## config.mk

```make
export PLATFORM = sky130hd
export DESIGN_NAME = tte_engine
export DESIGN_NICKNAME = d
export VERILOG_FILES = /design/src/tte_pkg.sv /design/src/tte_engine.sv
export SDC_FILE = /design/constraint.sdc
export NUM_CORES = 2
export LEC_CHECK = 0
export ABC_AREA = 1
export BUFFER_PORTS_ARGS = -buffer_cell sky130_fd_sc_hd__buf_2
export CAP_MARGIN = 20
export CORE_MARGIN = 2
export CORE_UTILIZATION = 55
export CTS_CLUSTER_DIAMETER = 50
export DETAILED_ROUTE_END_ITERATION = 12
export PLACE_DENSITY = 0.69
export SLEW_MARGIN = 20
export SYNTH_ARGS = -nofsm -noshare
export SYNTH_HDL_FRONTEND = slang
export SYNTH_SLANG_ARGS = --single-unit
```

## constraint.sdc

```tcl
create_clock -name clk_sys_in -period 6.8 [get_ports clk_sys_in]
set_input_delay 0.34 -clock clk_sys_in [delete_from_list [all_inputs] [get_ports clk_sys_in]]
set_output_delay 0.34 -clock clk_sys_in [all_outputs]
set_load 0.005 [all_outputs]
```

## src/tte_pkg.sv

```systemverilog
/*
 * Constants and types shared by the event triggered transfer engine.
 * Assumes byte addressed memory with a 24-bit address space.
 */
`default_nettype none
package tte_pkg;
	localparam int          ADDR_W      = 24;
	localparam int          DATA_W      = 16;
	localparam int          DESC_BYTES  = 12;
	localparam logic [23:0] DESC_BASE   = 24'hEC00;
	localparam logic [23:0] DESC_STRIDE = 24'h00000C;
	// Byte offsets of the descriptor fields, most significant byte first.
	localparam int          OFS_MODE_A  = 0;
	localparam int          OFS_SRC     = 1;
	localparam int          OFS_MODE_B  = 4;
	localparam int          OFS_DST     = 5;
	localparam int          OFS_CNT_A   = 8;
	localparam int          OFS_CNT_B   = 10;
	localparam logic [3:0]  LAST_IDX    = 4'hB;
	// Field positions inside the two mode bytes.
	localparam int          SRC_MODE_HI = 7;
	localparam int          SRC_MODE_LO = 6;
	localparam int          DST_MODE_HI = 5;
	localparam int          DST_MODE_LO = 4;
	localparam int          XFER_MODE_HI = 3;
	localparam int          XFER_MODE_LO = 2;
	localparam int          AREA_SIDE_BIT = 1;
	localparam int          UNIT_SIZE_BIT = 0;
	localparam int          CHAIN_BIT   = 7;
	localparam int          CPU_IRQ_SEL_BIT = 6;
	localparam logic [1:0]  MODE_NORMAL = 2'h0;
	localparam logic [1:0]  MODE_REPEAT = 2'h1;
	localparam logic [1:0]  MODE_BLOCK  = 2'h2;
	localparam logic [8:0]  FULL_BLOCK  = 9'h100;

	typedef enum logic [2:0] {
		TTE_IDLE, TTE_FETCH, TTE_SETUP, TTE_XFER, TTE_FIN, TTE_WB
	} tte_state_t;

	typedef struct packed {
		logic              req;
		logic              we;
		logic              word;
		logic [23:0]       addr;
		logic [15:0]       wdata;
	} tte_mem_req_t;
endpackage : tte_pkg
`default_nettype wire

```

## src/tte_engine.sv

```systemverilog
/*
 * Event triggered transfer engine and its 4-word data FIFO.
 * Assumes a memory port that answers each held request with one ack
 * pulse, and a request line from logic on the same clock.
 */
// Contract
// RULE_01 - A rising channel 0 request starts one transfer activation.
// RULE_02 - Descriptor sits at base: mode A, source, mode B, dest, counts.
// RULE_03 - Source mode bits: 0x fixed, 10 increment, 11 decrement.
// RULE_04 - Address step is one for byte units and two for word units.
// RULE_05 - Destination mode bits: 0x fixed, 10 increment, 11 decrement.
// RULE_06 - Mode field: 00 normal, 01 repeat, 10 block; 11 is forbidden.
// RULE_07 - Area select 0 makes destination the area, 1 the source.
// RULE_08 - Size bit of mode A selects byte or word units.
// RULE_09 - Software uses normal mode for the I2C transmit case.
// RULE_10 - Chain bit 0 ends after this descriptor, 1 fetches the next.
// RULE_11 - Select bit 0 interrupts CPU only at count zero; 1 every time.
// RULE_12 - Count A counts transfers, count B counts blocks in block mode.
// RULE_13 - Normal mode moves one unit, steps, decrements, ends at zero.
`timescale 1ns/10ps
`default_nettype none

module tte_fifo #(
	parameter int WIDTH = 16,
	parameter int DEPTH = 4
) (
	input  wire logic             clk_sys_in,
	input  wire logic             rst_b_in,
	input  wire logic             in_valid_in,
	output logic                  in_ready_out,
	input  wire logic [WIDTH-1:0] in_data_in,
	output logic                  out_valid_out,
	input  wire logic             out_ready_in,
	output logic [WIDTH-1:0]      out_data_out
);
	localparam int AW = $clog2(DEPTH);
	typedef struct packed {
		logic [DEPTH-1:0][WIDTH-1:0] mem;
		logic [AW-1:0]               wp;
		logic [AW-1:0]               rp;
		logic [AW:0]                 cnt;
	} tte_fifo_st_t;
	tte_fifo_st_t s;
	tte_fifo_st_t next_s;
	logic         push;
	logic         pop;

	assign in_ready_out  = (s.cnt != (AW+1)'(DEPTH));
	assign out_valid_out = (s.cnt != '0);
	assign out_data_out  = s.mem[s.rp];
	assign push          = in_valid_in & in_ready_out;
	assign pop           = out_ready_in & out_valid_out;

	always_comb begin
		next_s = s;
		if (push) begin
			next_s.mem[s.wp] = in_data_in;
			next_s.wp = (s.wp == AW'(DEPTH-1)) ? '0 : s.wp + 1'b1;
		end
		if (pop) begin
			next_s.rp = (s.rp == AW'(DEPTH-1)) ? '0 : s.rp + 1'b1;
		end
		next_s.cnt = s.cnt + (AW+1)'(push) - (AW+1)'(pop);
	end

	always_ff @(posedge clk_sys_in) begin
		if (!rst_b_in) begin
			s <= '0;
		end else begin
			s <= next_s;
		end
	end
endmodule : tte_fifo

module tte_engine
	import tte_pkg::*;
#(
	parameter logic [23:0] BASE_ADDR  = DESC_BASE,
	parameter int          FIFO_DEPTH = 4
) (
	input  wire logic              clk_sys_in,
	input  wire logic              rst_b_in,
	input  wire logic              i2c_channel0_request_in,
	output tte_mem_req_t           mem_out,
	input  wire logic              mem_ack_in,
	input  wire logic [15:0]       mem_rdata_in,
	output logic                   cpu_irq_out,
	output logic                   busy_out,
	output logic [7:0]             transfer_mode_a_out
);
	typedef struct packed {
		tte_state_t                 st;
		logic                       prev;
		logic                       pend;
		logic [DESC_BYTES-1:0][7:0] desc;
		logic [3:0]                 idx;
		logic [23:0]                dptr;
		logic [23:0]                src;
		logic [23:0]                dst;
		logic [23:0]                area_base;
		logic [8:0]                 rd_left;
		logic [8:0]                 wr_left;
		logic                       irq_due;
		tte_mem_req_t               mem;
		logic                       irq;
		logic                       busy;
	} tte_st_t;

	tte_st_t       s;
	tte_st_t       next_s;
	logic          f_in_valid;
	logic          f_in_ready;
	logic          f_out_valid;
	logic          f_out_ready;
	logic [15:0]   f_out_data;

	function automatic logic [23:0] step_of(input logic [1:0] m,
			input logic sz);
		logic [23:0] d;
		d = sz ? 24'h000002 : 24'h000001; // see RULE_04
		if (!m[1]) begin
			step_of = 24'h000000;
		end else if (m[0]) begin
			step_of = 24'h000000 - d;
		end else begin
			step_of = d;
		end
	endfunction : step_of

	function automatic logic [7:0] desc_byte(input tte_st_t x,
			input logic [3:0] i);
		desc_byte = x.desc[DESC_BYTES-1-int'(i)];
	endfunction : desc_byte

	tte_fifo #(
		.WIDTH (16),
		.DEPTH (FIFO_DEPTH)
	) u_fifo (
		.clk_sys_in    (clk_sys_in),
		.rst_b_in      (rst_b_in),
		.in_valid_in   (f_in_valid),
		.in_ready_out  (f_in_ready),
		.in_data_in    (mem_rdata_in),
		.out_valid_out (f_out_valid),
		.out_ready_in  (f_out_ready),
		.out_data_out  (f_out_data)
	);

	always_comb begin
		logic [7:0]  transfer_mode_a;
		logic [7:0]  transfer_mode_b;
		logic [1:0]  mode;
		logic        sz;
		logic        area_src;
		logic [23:0] sstep;
		logic [23:0] dstep;
		logic [15:0] transfer_count_a;
		logic [15:0] block_count_b;
		logic [7:0]  cnt;
		logic        ended;
		logic        ack;
		next_s = s;
		transfer_mode_a = desc_byte(s, 4'(OFS_MODE_A));
		transfer_mode_b = desc_byte(s, 4'(OFS_MODE_B));
		mode = transfer_mode_a[XFER_MODE_HI:XFER_MODE_LO]; // see RULE_06
		sz = transfer_mode_a[UNIT_SIZE_BIT]; // see RULE_08
		area_src = transfer_mode_a[AREA_SIDE_BIT]; // see RULE_07
		sstep = step_of(transfer_mode_a[SRC_MODE_HI:SRC_MODE_LO], sz); // see RULE_03
		dstep = step_of(transfer_mode_a[DST_MODE_HI:DST_MODE_LO], sz); // see RULE_05
		transfer_count_a = {desc_byte(s, 4'(OFS_CNT_A)), desc_byte(s, 4'(OFS_CNT_A+1))};
		block_count_b = {desc_byte(s, 4'(OFS_CNT_B)), desc_byte(s, 4'(OFS_CNT_B+1))};
		cnt = 8'h00;
		ended = 1'b0;
		ack = s.mem.req & mem_ack_in;
		f_in_valid = 1'b0;
		f_out_ready = 1'b0;
		next_s.irq = 1'b0;
		next_s.prev = i2c_channel0_request_in;
		if (ack) begin
			next_s.mem.req = 1'b0;
		end
		unique case (s.st)
			TTE_IDLE: begin
				if (s.pend) begin
					next_s.pend = 1'b0;
					next_s.dptr = BASE_ADDR;
					next_s.idx = 4'h0;
					next_s.irq_due = 1'b0;
					next_s.st = TTE_FETCH; // see RULE_01
				end
			end
			TTE_FETCH: begin
				if (!s.mem.req) begin
					next_s.mem = '{1'b1, 1'b0, 1'b0,
						s.dptr + 24'(s.idx), 16'h0000}; // see RULE_02
				end else if (ack) begin
					next_s.desc[DESC_BYTES-1-int'(s.idx)] = mem_rdata_in[7:0];
					if (s.idx == LAST_IDX) begin
						next_s.st = TTE_SETUP;
					end else begin
						next_s.idx = s.idx + 4'h1;
					end
				end
			end
			TTE_SETUP: begin
				next_s.src = {desc_byte(s, 4'(OFS_SRC)),
					desc_byte(s, 4'(OFS_SRC+1)), desc_byte(s, 4'(OFS_SRC+2))};
				next_s.dst = {desc_byte(s, 4'(OFS_DST)),
					desc_byte(s, 4'(OFS_DST+1)), desc_byte(s, 4'(OFS_DST+2))};
				next_s.area_base = area_src ? next_s.src : next_s.dst;
				if (mode == MODE_BLOCK) begin
					next_s.rd_left = (transfer_count_a[15:8] == 8'h00) ? FULL_BLOCK
						: {1'b0, transfer_count_a[15:8]};
				end else begin
					next_s.rd_left = 9'h001; // see RULE_13
				end
				next_s.wr_left = next_s.rd_left;
				next_s.st = TTE_XFER;
			end
			TTE_XFER: begin
				if (s.mem.req) begin
					if (ack && !s.mem.we) begin
						f_in_valid = 1'b1;
						next_s.src = s.src + sstep; // see RULE_03
						next_s.rd_left = s.rd_left - 9'h001;
					end else if (ack) begin
						next_s.dst = s.dst + dstep; // see RULE_05
						next_s.wr_left = s.wr_left - 9'h001;
					end
				end else if (s.rd_left != 9'h000 && f_in_ready) begin
					next_s.mem = '{1'b1, 1'b0, sz, s.src, 16'h0000};
				end else if (f_out_valid) begin
					f_out_ready = 1'b1;
					next_s.mem = '{1'b1, 1'b1, sz, s.dst, f_out_data};
				end else if (s.wr_left == 9'h000) begin
					next_s.st = TTE_FIN;
				end
			end
			TTE_FIN: begin
				if (mode == MODE_REPEAT) begin
					cnt = transfer_count_a[7:0] - 8'h01;
					if (cnt == 8'h00) begin
						cnt = transfer_count_a[15:8];
						if (area_src) begin
							next_s.src = 24'(s.src - 24'(transfer_count_a[15:8]) * sstep);
						end else begin
							next_s.dst = 24'(s.dst - 24'(transfer_count_a[15:8]) * dstep);
						end
					end
					next_s.desc[DESC_BYTES-1-(OFS_CNT_A+1)] = cnt;
				end else if (mode == MODE_BLOCK) begin
					if (area_src) begin
						next_s.src = s.area_base; // see RULE_07
					end else begin
						next_s.dst = s.area_base;
					end
					block_count_b = block_count_b - 16'h0001; // see RULE_12
					ended = (block_count_b == 16'h0000);
					next_s.desc[DESC_BYTES-1-OFS_CNT_B] = block_count_b[15:8];
					next_s.desc[DESC_BYTES-1-(OFS_CNT_B+1)] = block_count_b[7:0];
				end else begin
					transfer_count_a = transfer_count_a - 16'h0001; // see RULE_13
					ended = (transfer_count_a == 16'h0000); // see RULE_12
					next_s.desc[DESC_BYTES-1-OFS_CNT_A] = transfer_count_a[15:8];
					next_s.desc[DESC_BYTES-1-(OFS_CNT_A+1)] = transfer_count_a[7:0];
				end
				next_s.irq_due = s.irq_due | ended
					| transfer_mode_b[CPU_IRQ_SEL_BIT]; // see RULE_11
				for (int b = 0; b < 3; b++) begin
					next_s.desc[DESC_BYTES-1-OFS_SRC-b] = next_s.src[23-8*b -: 8];
					next_s.desc[DESC_BYTES-1-OFS_DST-b] = next_s.dst[23-8*b -: 8];
				end
				next_s.idx = 4'h0;
				next_s.st = TTE_WB;
			end
			TTE_WB: begin
				if (!s.mem.req) begin
					next_s.mem = '{1'b1, 1'b1, 1'b0, s.dptr + 24'(s.idx),
						{8'h00, desc_byte(s, s.idx)}};
				end else if (ack) begin
					if (s.idx != LAST_IDX) begin
						next_s.idx = s.idx + 4'h1;
					end else if (transfer_mode_b[CHAIN_BIT]) begin
						next_s.dptr = s.dptr + DESC_STRIDE; // see RULE_10
						next_s.idx = 4'h0;
						next_s.st = TTE_FETCH;
					end else begin
						next_s.irq = s.irq_due; // see RULE_11
						next_s.st = TTE_IDLE; // see RULE_10
					end
				end
			end
		endcase
		if (i2c_channel0_request_in && !s.prev) begin
			next_s.pend = 1'b1; // see RULE_01
		end
		// Busy is registered so the output comes straight from a flip-flop.
		next_s.busy = (next_s.st != TTE_IDLE);
	end

	always_ff @(posedge clk_sys_in) begin
		if (!rst_b_in) begin
			s <= '0;
		end else begin
			s <= next_s;
		end
	end

	assign mem_out             = s.mem;
	assign cpu_irq_out         = s.irq;
	assign busy_out            = s.busy;
	assign transfer_mode_a_out = s.desc[DESC_BYTES-1-OFS_MODE_A];
endmodule : tte_engine
`default_nettype wire

```

Word-level counts from Yosys, hierarchy flattened
Cells that the tools add are included.
{"block": "op_classes", "n_addsub": 18, "multipliers": 2, "order_cmp": 5, "n_eq_ne": 33, "mux": 91, "bitwise_logic": 9, "reduce_logical": 38}
{"operator": "$mux 24", "n": 13}
{"operator": "$mux 43", "n": 5}
{"operator": "$mux 48", "n": 4}
{"operator": "$mux 92", "n": 2}
{"operator": "$pmux 48 s3", "n": 1}
{"operator": "$pmux 43 s3", "n": 1}
{"operator": "$mux 28", "n": 4}
{"operator": "$pmux 56 s2", "n": 1}
{"operator": "$bwmux 96", "n": 1}
{"operator": "$pmux 24 s2", "n": 2}
{"operator": "$mux 16", "n": 5}
{"operator": "$bwmux 64", "n": 1}
{"operator": "$add 24x24->24", "n": 2}
{"operator": "$mul 8x24->24", "n": 2}
{"operator": "$mux 8", "n": 6}
{"operator": "$sub 24x24->24", "n": 2}
{"operator": "$mux 9", "n": 5}
{"operator": "$ne 2x2->1 const B", "n": 18}
{"operator": "$pmux 18 s2", "n": 1}
{"operator": "$mux 3", "n": 11}
{"operator": "$bmux 16 s2", "n": 1}
{"operator": "$bmux 8 s4", "n": 1}
{"operator": "$demux 16 s2", "n": 1}
{"operator": "$demux 8 s4", "n": 1}
{"operator": "51 further kinds", "n": 105}
{"block": "totals", "register_bits": 336, "input_bits": 20, "output_inout_bits": 53, "wordCells": 233}

Logic depth before layout (Yosys ltp)
{"block": "depth", "ltp_word": 10, "ltp_mapped": 27, "mapped_depth_nobuf": 26}

Hierarchy
From an unflattened synthesis, not the netlist that was laid out.
{"block": "unflattened", "hier_cells": 4490, "hier_area_um2": 30232.7}
{"mod": "tte_engine", "instances": 1, "cells_per_inst": 3845, "area_each_um2": 26230.2}
{"mod": "tte_fifo", "instances": 1, "cells_per_inst": 645, "area_each_um2": 4002.6}

Least setup slack after synthesis
No wires, ideal clock.
{"block": "synth_timing", "kind": "reg2reg", "start": "register s, in the netlist transfer_mode_a_out[4]", "end": "register s[215] (netlist name)", "arrival_time_ns": 5.366, "setup_slack_ns": 1.364, "path_stages_with_launch": 24, "period_less_slack_ns": 5.436, "cell_sequence": "dfxtp_1 > nand2_1 > inv_1 > nand2_1 > fa_1 > inv_1 > fa_1 > inv_1 > fa_1 > inv_1 > fa_1 > inv_1 > ha_1 > a21oi_1 > o21ai_0 > a21oi_1 > nand2_1 > nand2_1 > nand2_1 > nand2_1 > nand3_1 > nand2_1 > nand3_1 > a21oi_1"}
{"block": "synth_via", "elab_chain_len": 8}
{"item": "start: declaration", "line_no": "tte_engine.sv:109", "rtl": "tte_st_t s;"}
{"item": "start signal: assignment", "line_no": "tte_engine.sv:305", "rtl": "s <= next_s;"}
{"item": "$mux 24", "line_no": "tte_engine.sv:123", "rtl": "end else if (m[0]) begin"}
{"item": "$mux 24", "line_no": "tte_engine.sv:121", "rtl": "if (!m[1]) begin"}
{"item": "$mul 8x24->24", "line_no": "tte_engine.sv:247", "rtl": "next_s.dst = 24'(s.dst - 24'(transfer_count_a[15:8]) * dstep);"}
{"item": "$sub 24x24->24", "line_no": "tte_engine.sv:247"}
{"item": "$mux 24", "line_no": "tte_engine.sv:244", "rtl": "if (area_src) begin"}
{"item": "$mux 48", "line_no": "tte_engine.sv:242", "rtl": "if (cnt == 8'h00) begin"}
{"item": "$mux 48", "line_no": "tte_engine.sv:240", "rtl": "if (mode == MODE_REPEAT) begin"}
{"item": "$pmux 56 s2", "line_no": "tte_engine.sv:182", "rtl": "unique case (s.st)"}
Every way passes these cells.
A chain may end at the register's enable or synchronous reset.

Worst setup path after layout
{"block": "layout_timing", "start": "register s[189] (netlist name)", "end": "register s[127] (netlist name)"}
{"block": "layout_via", "elab_chain_len": 6}
{"item": "$mul 8x24->24", "line_no": "tte_engine.sv:245", "rtl": "next_s.src = 24'(s.src - 24'(transfer_count_a[15:8]) * sstep);"}
{"item": "$sub 24x24->24", "line_no": "tte_engine.sv:245"}
{"item": "$mux 24", "line_no": "tte_engine.sv:244"}
{"item": "$mux 48", "line_no": "tte_engine.sv:242"}
{"item": "$mux 48", "line_no": "tte_engine.sv:240"}
{"item": "$pmux 48 s3", "line_no": "tte_engine.sv:182"}
Every way passes these cells.

==> impl_metrics.tcl <==
set metrics [dict create \
    pwr-share-seq_pct 42.1 \
    slew_headroom_pct 16.9 \
    hold_slack_ps 21.7 \
    die_h_um 234 \
    stdcell_count 4980 \
    drt_iter0_drc 3838 \
    tightest_slew_ps 1240 \
    num_antenna_cells 0 \
    slew_viol_final 0 \
    path_delay_family "adder cells" \
    syn2layout_area_growth_pct 5.85 \
    io_pins 73 \
    synth_area_leader_cell "dfxtp_1" \
    crit_arrival_ps 6300 \
    critPathLaunchType "flop" \
    cts_root_buf "clkbuf_16" \
    antenna_found_initial 1 \
    p_sw_w 0.00140 \
    pwr-share-clk_pct 43.8 \
    clock_path_buffers 3 \
    worst-r2r-setup-slack_ps 920 \
    r2r_start "s[189]$_SDFFE_PN0P_" \
    cts_tree "done" \
    holdCritStartpoint "i2c_channel0_request_in" \
    grt_max_degree 142 \
    peakVddDrop_v 0.000201 \
    drv_cap 0 \
    dp_hpwl_mm 77.3 \
    final_nets 4617 \
    crit_buf_inv 6 \
    synth_edf_count 0 \
    synth.top_cell.area_share_pct 22.9 \
    cts_max_level 2 \
    start_util_pct 55.6 \
    yosys_warnings 0 \
    wirelength_mm 102 \
    p_sw_share_pct 29.2 \
    ys_seq_elements 334 \
    postCtsHoldBufs 0 \
    fin_worst_skew_ps 20.6 \
    wl_per_cell_um 20.6 \
    r2r_cells 20 \
    pwr-share-comb_pct 14.0 \
    synth.area.top_cells "dfxtp_1 (23%), fa_1 (12%), o21ai_0 (9.4%)" \
    cts.sinks 334 \
    min_period_ps 5880 \
    grt_pass1_vias 26800 \
    synthArstFlopShare_pct 0 \
    r2r_end "s[127]$_SDFFE_PN0P_" \
    synthCells 4335 \
    postCtsSetupBuffers 0 \
    cpPeakStageDelay_ps 690 \
    post_cts_resized 0 \
    whs_path_depth 3 \
    syn-cell-area_sq_um 29200 \
    synthesis.nets 4685 \
    grt_pass1_wl_mm 156 \
    globalplace.congestion 1.05 \
    die_w_um 234 \
    die_area_sq_um 55000 \
    status "completed" \
    seq_area_sq_um 6690 \
    hold_viol_final 0 \
    worst-setup-path-type "flop to flop" \
    hold_path_class "primary input to flop" \
    drive_above_1_share_pct 5.68 \
    cts-buffers-inserted 38 \
    first_pass_iters 6 \
    port_buffers 72 \
    crit_slowest_cell "fa_1" \
    fmax_mhz 170 \
    crit_fanout 20 \
    placedCellCount 4914 \
    setup-violations-final 0 \
    power.density_nw_per_um2 155 \
    insertion_delay_ps 560 \
    vias_per_cell 5.91 \
    synth_cell_type_count 54 \
    vias 29500 \
    required_ps 7220 \
    route.detailed.drc 0 \
    rsz0062_at_grt "no" \
    hold-path-endpoint "s[261]$_SDFF_PN0_" \
    avgSynthCellArea_sq_um 6.74 \
    core-area_sq_um 52600 \
    antenna_left 0 \
    synthFlopType "dfxtp_1" \
    power.internal_w 0.00339 \
    path_common_cell "inv_1" \
    fillers 5209 \
    grt_usage_pct 36.9 \
    core.rowCount 84 \
    worstPathCellList "inv_1 > nor2_1 > inv_1 > fa_1 > inv_1 > fa_1 > inv_1 > fa_1 > inv_1 > fa_1 > inv_1 > ha_1 > a21oi_1 > o21ai_0 > a21oi_1 > nand2_1 > xnor2_1 > nor2_1 > o21ai_0 > a21oi_1" \
    p_leak_nw 14.4 \
    finish.utilization_pct 58.8 \
    yosysSeqAreaShare_pct 22.9 \
    multi_input_area_sq_um 19000 \
    tns_ps 0 \
    cp-end-kind "flop" \
    post-route-period-util_pct 86.5 \
    clk_pin_slew_worst_paths_ps 60 \
    grt_overflow_total 0 \
]
-- tightest hold or removal path, stage by stage --
cell	delay, ps
buf_2	80
nand2_1	70
inv_1	60
-- through the flow --
stage | total power [W] | setup slack [ps] | area [sq um]
after detailed placement | 0.00270 | 973 | 29600
after floorplan | 0.00251 | 1360 | 29200
after global routing | 0.00492 | 457 | 30900
after global placement | 0.00270 | 1000 | 29600
final | 0.00479 | 919 | 30900
after CTS | 0.00476 | 941 | 30900
-- area by class of cell --
type	count	area share, %
multi-input cells	3126	61.4
clock inverters	15	0.587
clock buffers	50	3.42
inverters	658	7.99
repair buffers	109	2.15
well taps	688	2.78
flip-flops and latches	334	21.6
-- metal layers --
| layer | track usage [%] | wire length (um) |
|---|---|---|
| met4 | 15.7 | 5040 |
| met2 | 55.4 | 43000 |
| met5 | 0 | 0 |
| met3 | 7.30 | 11000 |
| met1 | 51.7 | 43300 |
-- cell families after synthesis --
family,synth area share [%]
fa+ha+maj,18.7
simple gates,20.7
compound gates,23.7
buf+inv,12.2
xor+xnor,1.95
flops,22.9
-- cell usage after synthesis, types with 3 or more instances --
library cell    n
nand2_1       660
inv_1         626
o21ai_0       548
a21oi_1       476
nor2_1        450
dfxtp_1       334
nand3_1       186
fa_1          177
ha_1          153
clkbuf_1      119
a31oi_1        80
buf_4          56
o21ai_1        45
nor3_1         43
o211ai_1       43
nand4_1        34
xor2_1         33
xnor2_1        32
buf_2          29
inv_2          26
o22ai_1        20
a21o_1         18
a211oi_1       15
nor2_2         15
nand3b_1       14
or2_2          12
o21a_1         10
buf_1           9
nor4_1          9
a32o_1          7
o21bai_1        7
a21boi_0        6
clkinv_1        6
a21oi_2         4
and2_1          3
nand2b_1        3
nor2_4          3
-- power by group through the flow --
stage	clock network (W)	logic (W)	registers [W]
global placement	0	0.000638	0.00206
finish	0.00210	0.000672	0.00202
detailed placement	0	0.000637	0.00206
floorplan	0	0.000459	0.00205
CTS	0.00210	0.000641	0.00202
global route	0.00217	0.000729	0.00202
-- how the worst max path moves through the flow --
stage / slack [ps] / start / cells after the start / endpoint
floorplan: 1360 / transfer_mode_a_out[4]$_SDFFE_PN0P_ / 23 / s[215]$_SDFFE_PN0P_
global placement: 1000 / transfer_mode_a_out[5]$_SDFFE_PN0P_ / 22 / s[109]$_SDFFE_PN0P_
detailed placement: 970 / s[189]$_SDFFE_PN0P_ / 20 / s[243]$_SDFFE_PN0P_
CTS: 940 / s[189]$_SDFFE_PN0P_ / 20 / s[243]$_SDFFE_PN0P_
global route: 460 / transfer_mode_a_out[6]$_SDFFE_PN0P_ / 20 / s[127]$_SDFFE_PN0P_
finish: 920 / s[189]$_SDFFE_PN0P_ / 20 / s[127]$_SDFFE_PN0P_
-- layout by cell type, fill, tap and decap left out, types with 45 or more instances in the layout --
cell     instances
ha_1           153
a21oi_1        476
fa_1           177
buf_2           71
o21ai_0        548
nor2_1         446
a31oi_1         80
nand2_1        660
inv_1          623
dfxtp_1        334
o21ai_1         45
nand3_1        186
-- sequential cells by signal, summed over array words and instances, names as in the netlist --
signal,count
busy_out,1
cpu_irq_out,1
mem_out,43
s,210
transfer_mode_a_out,8
u_fifo.s,71
Power figures use the tool's default switching activity.
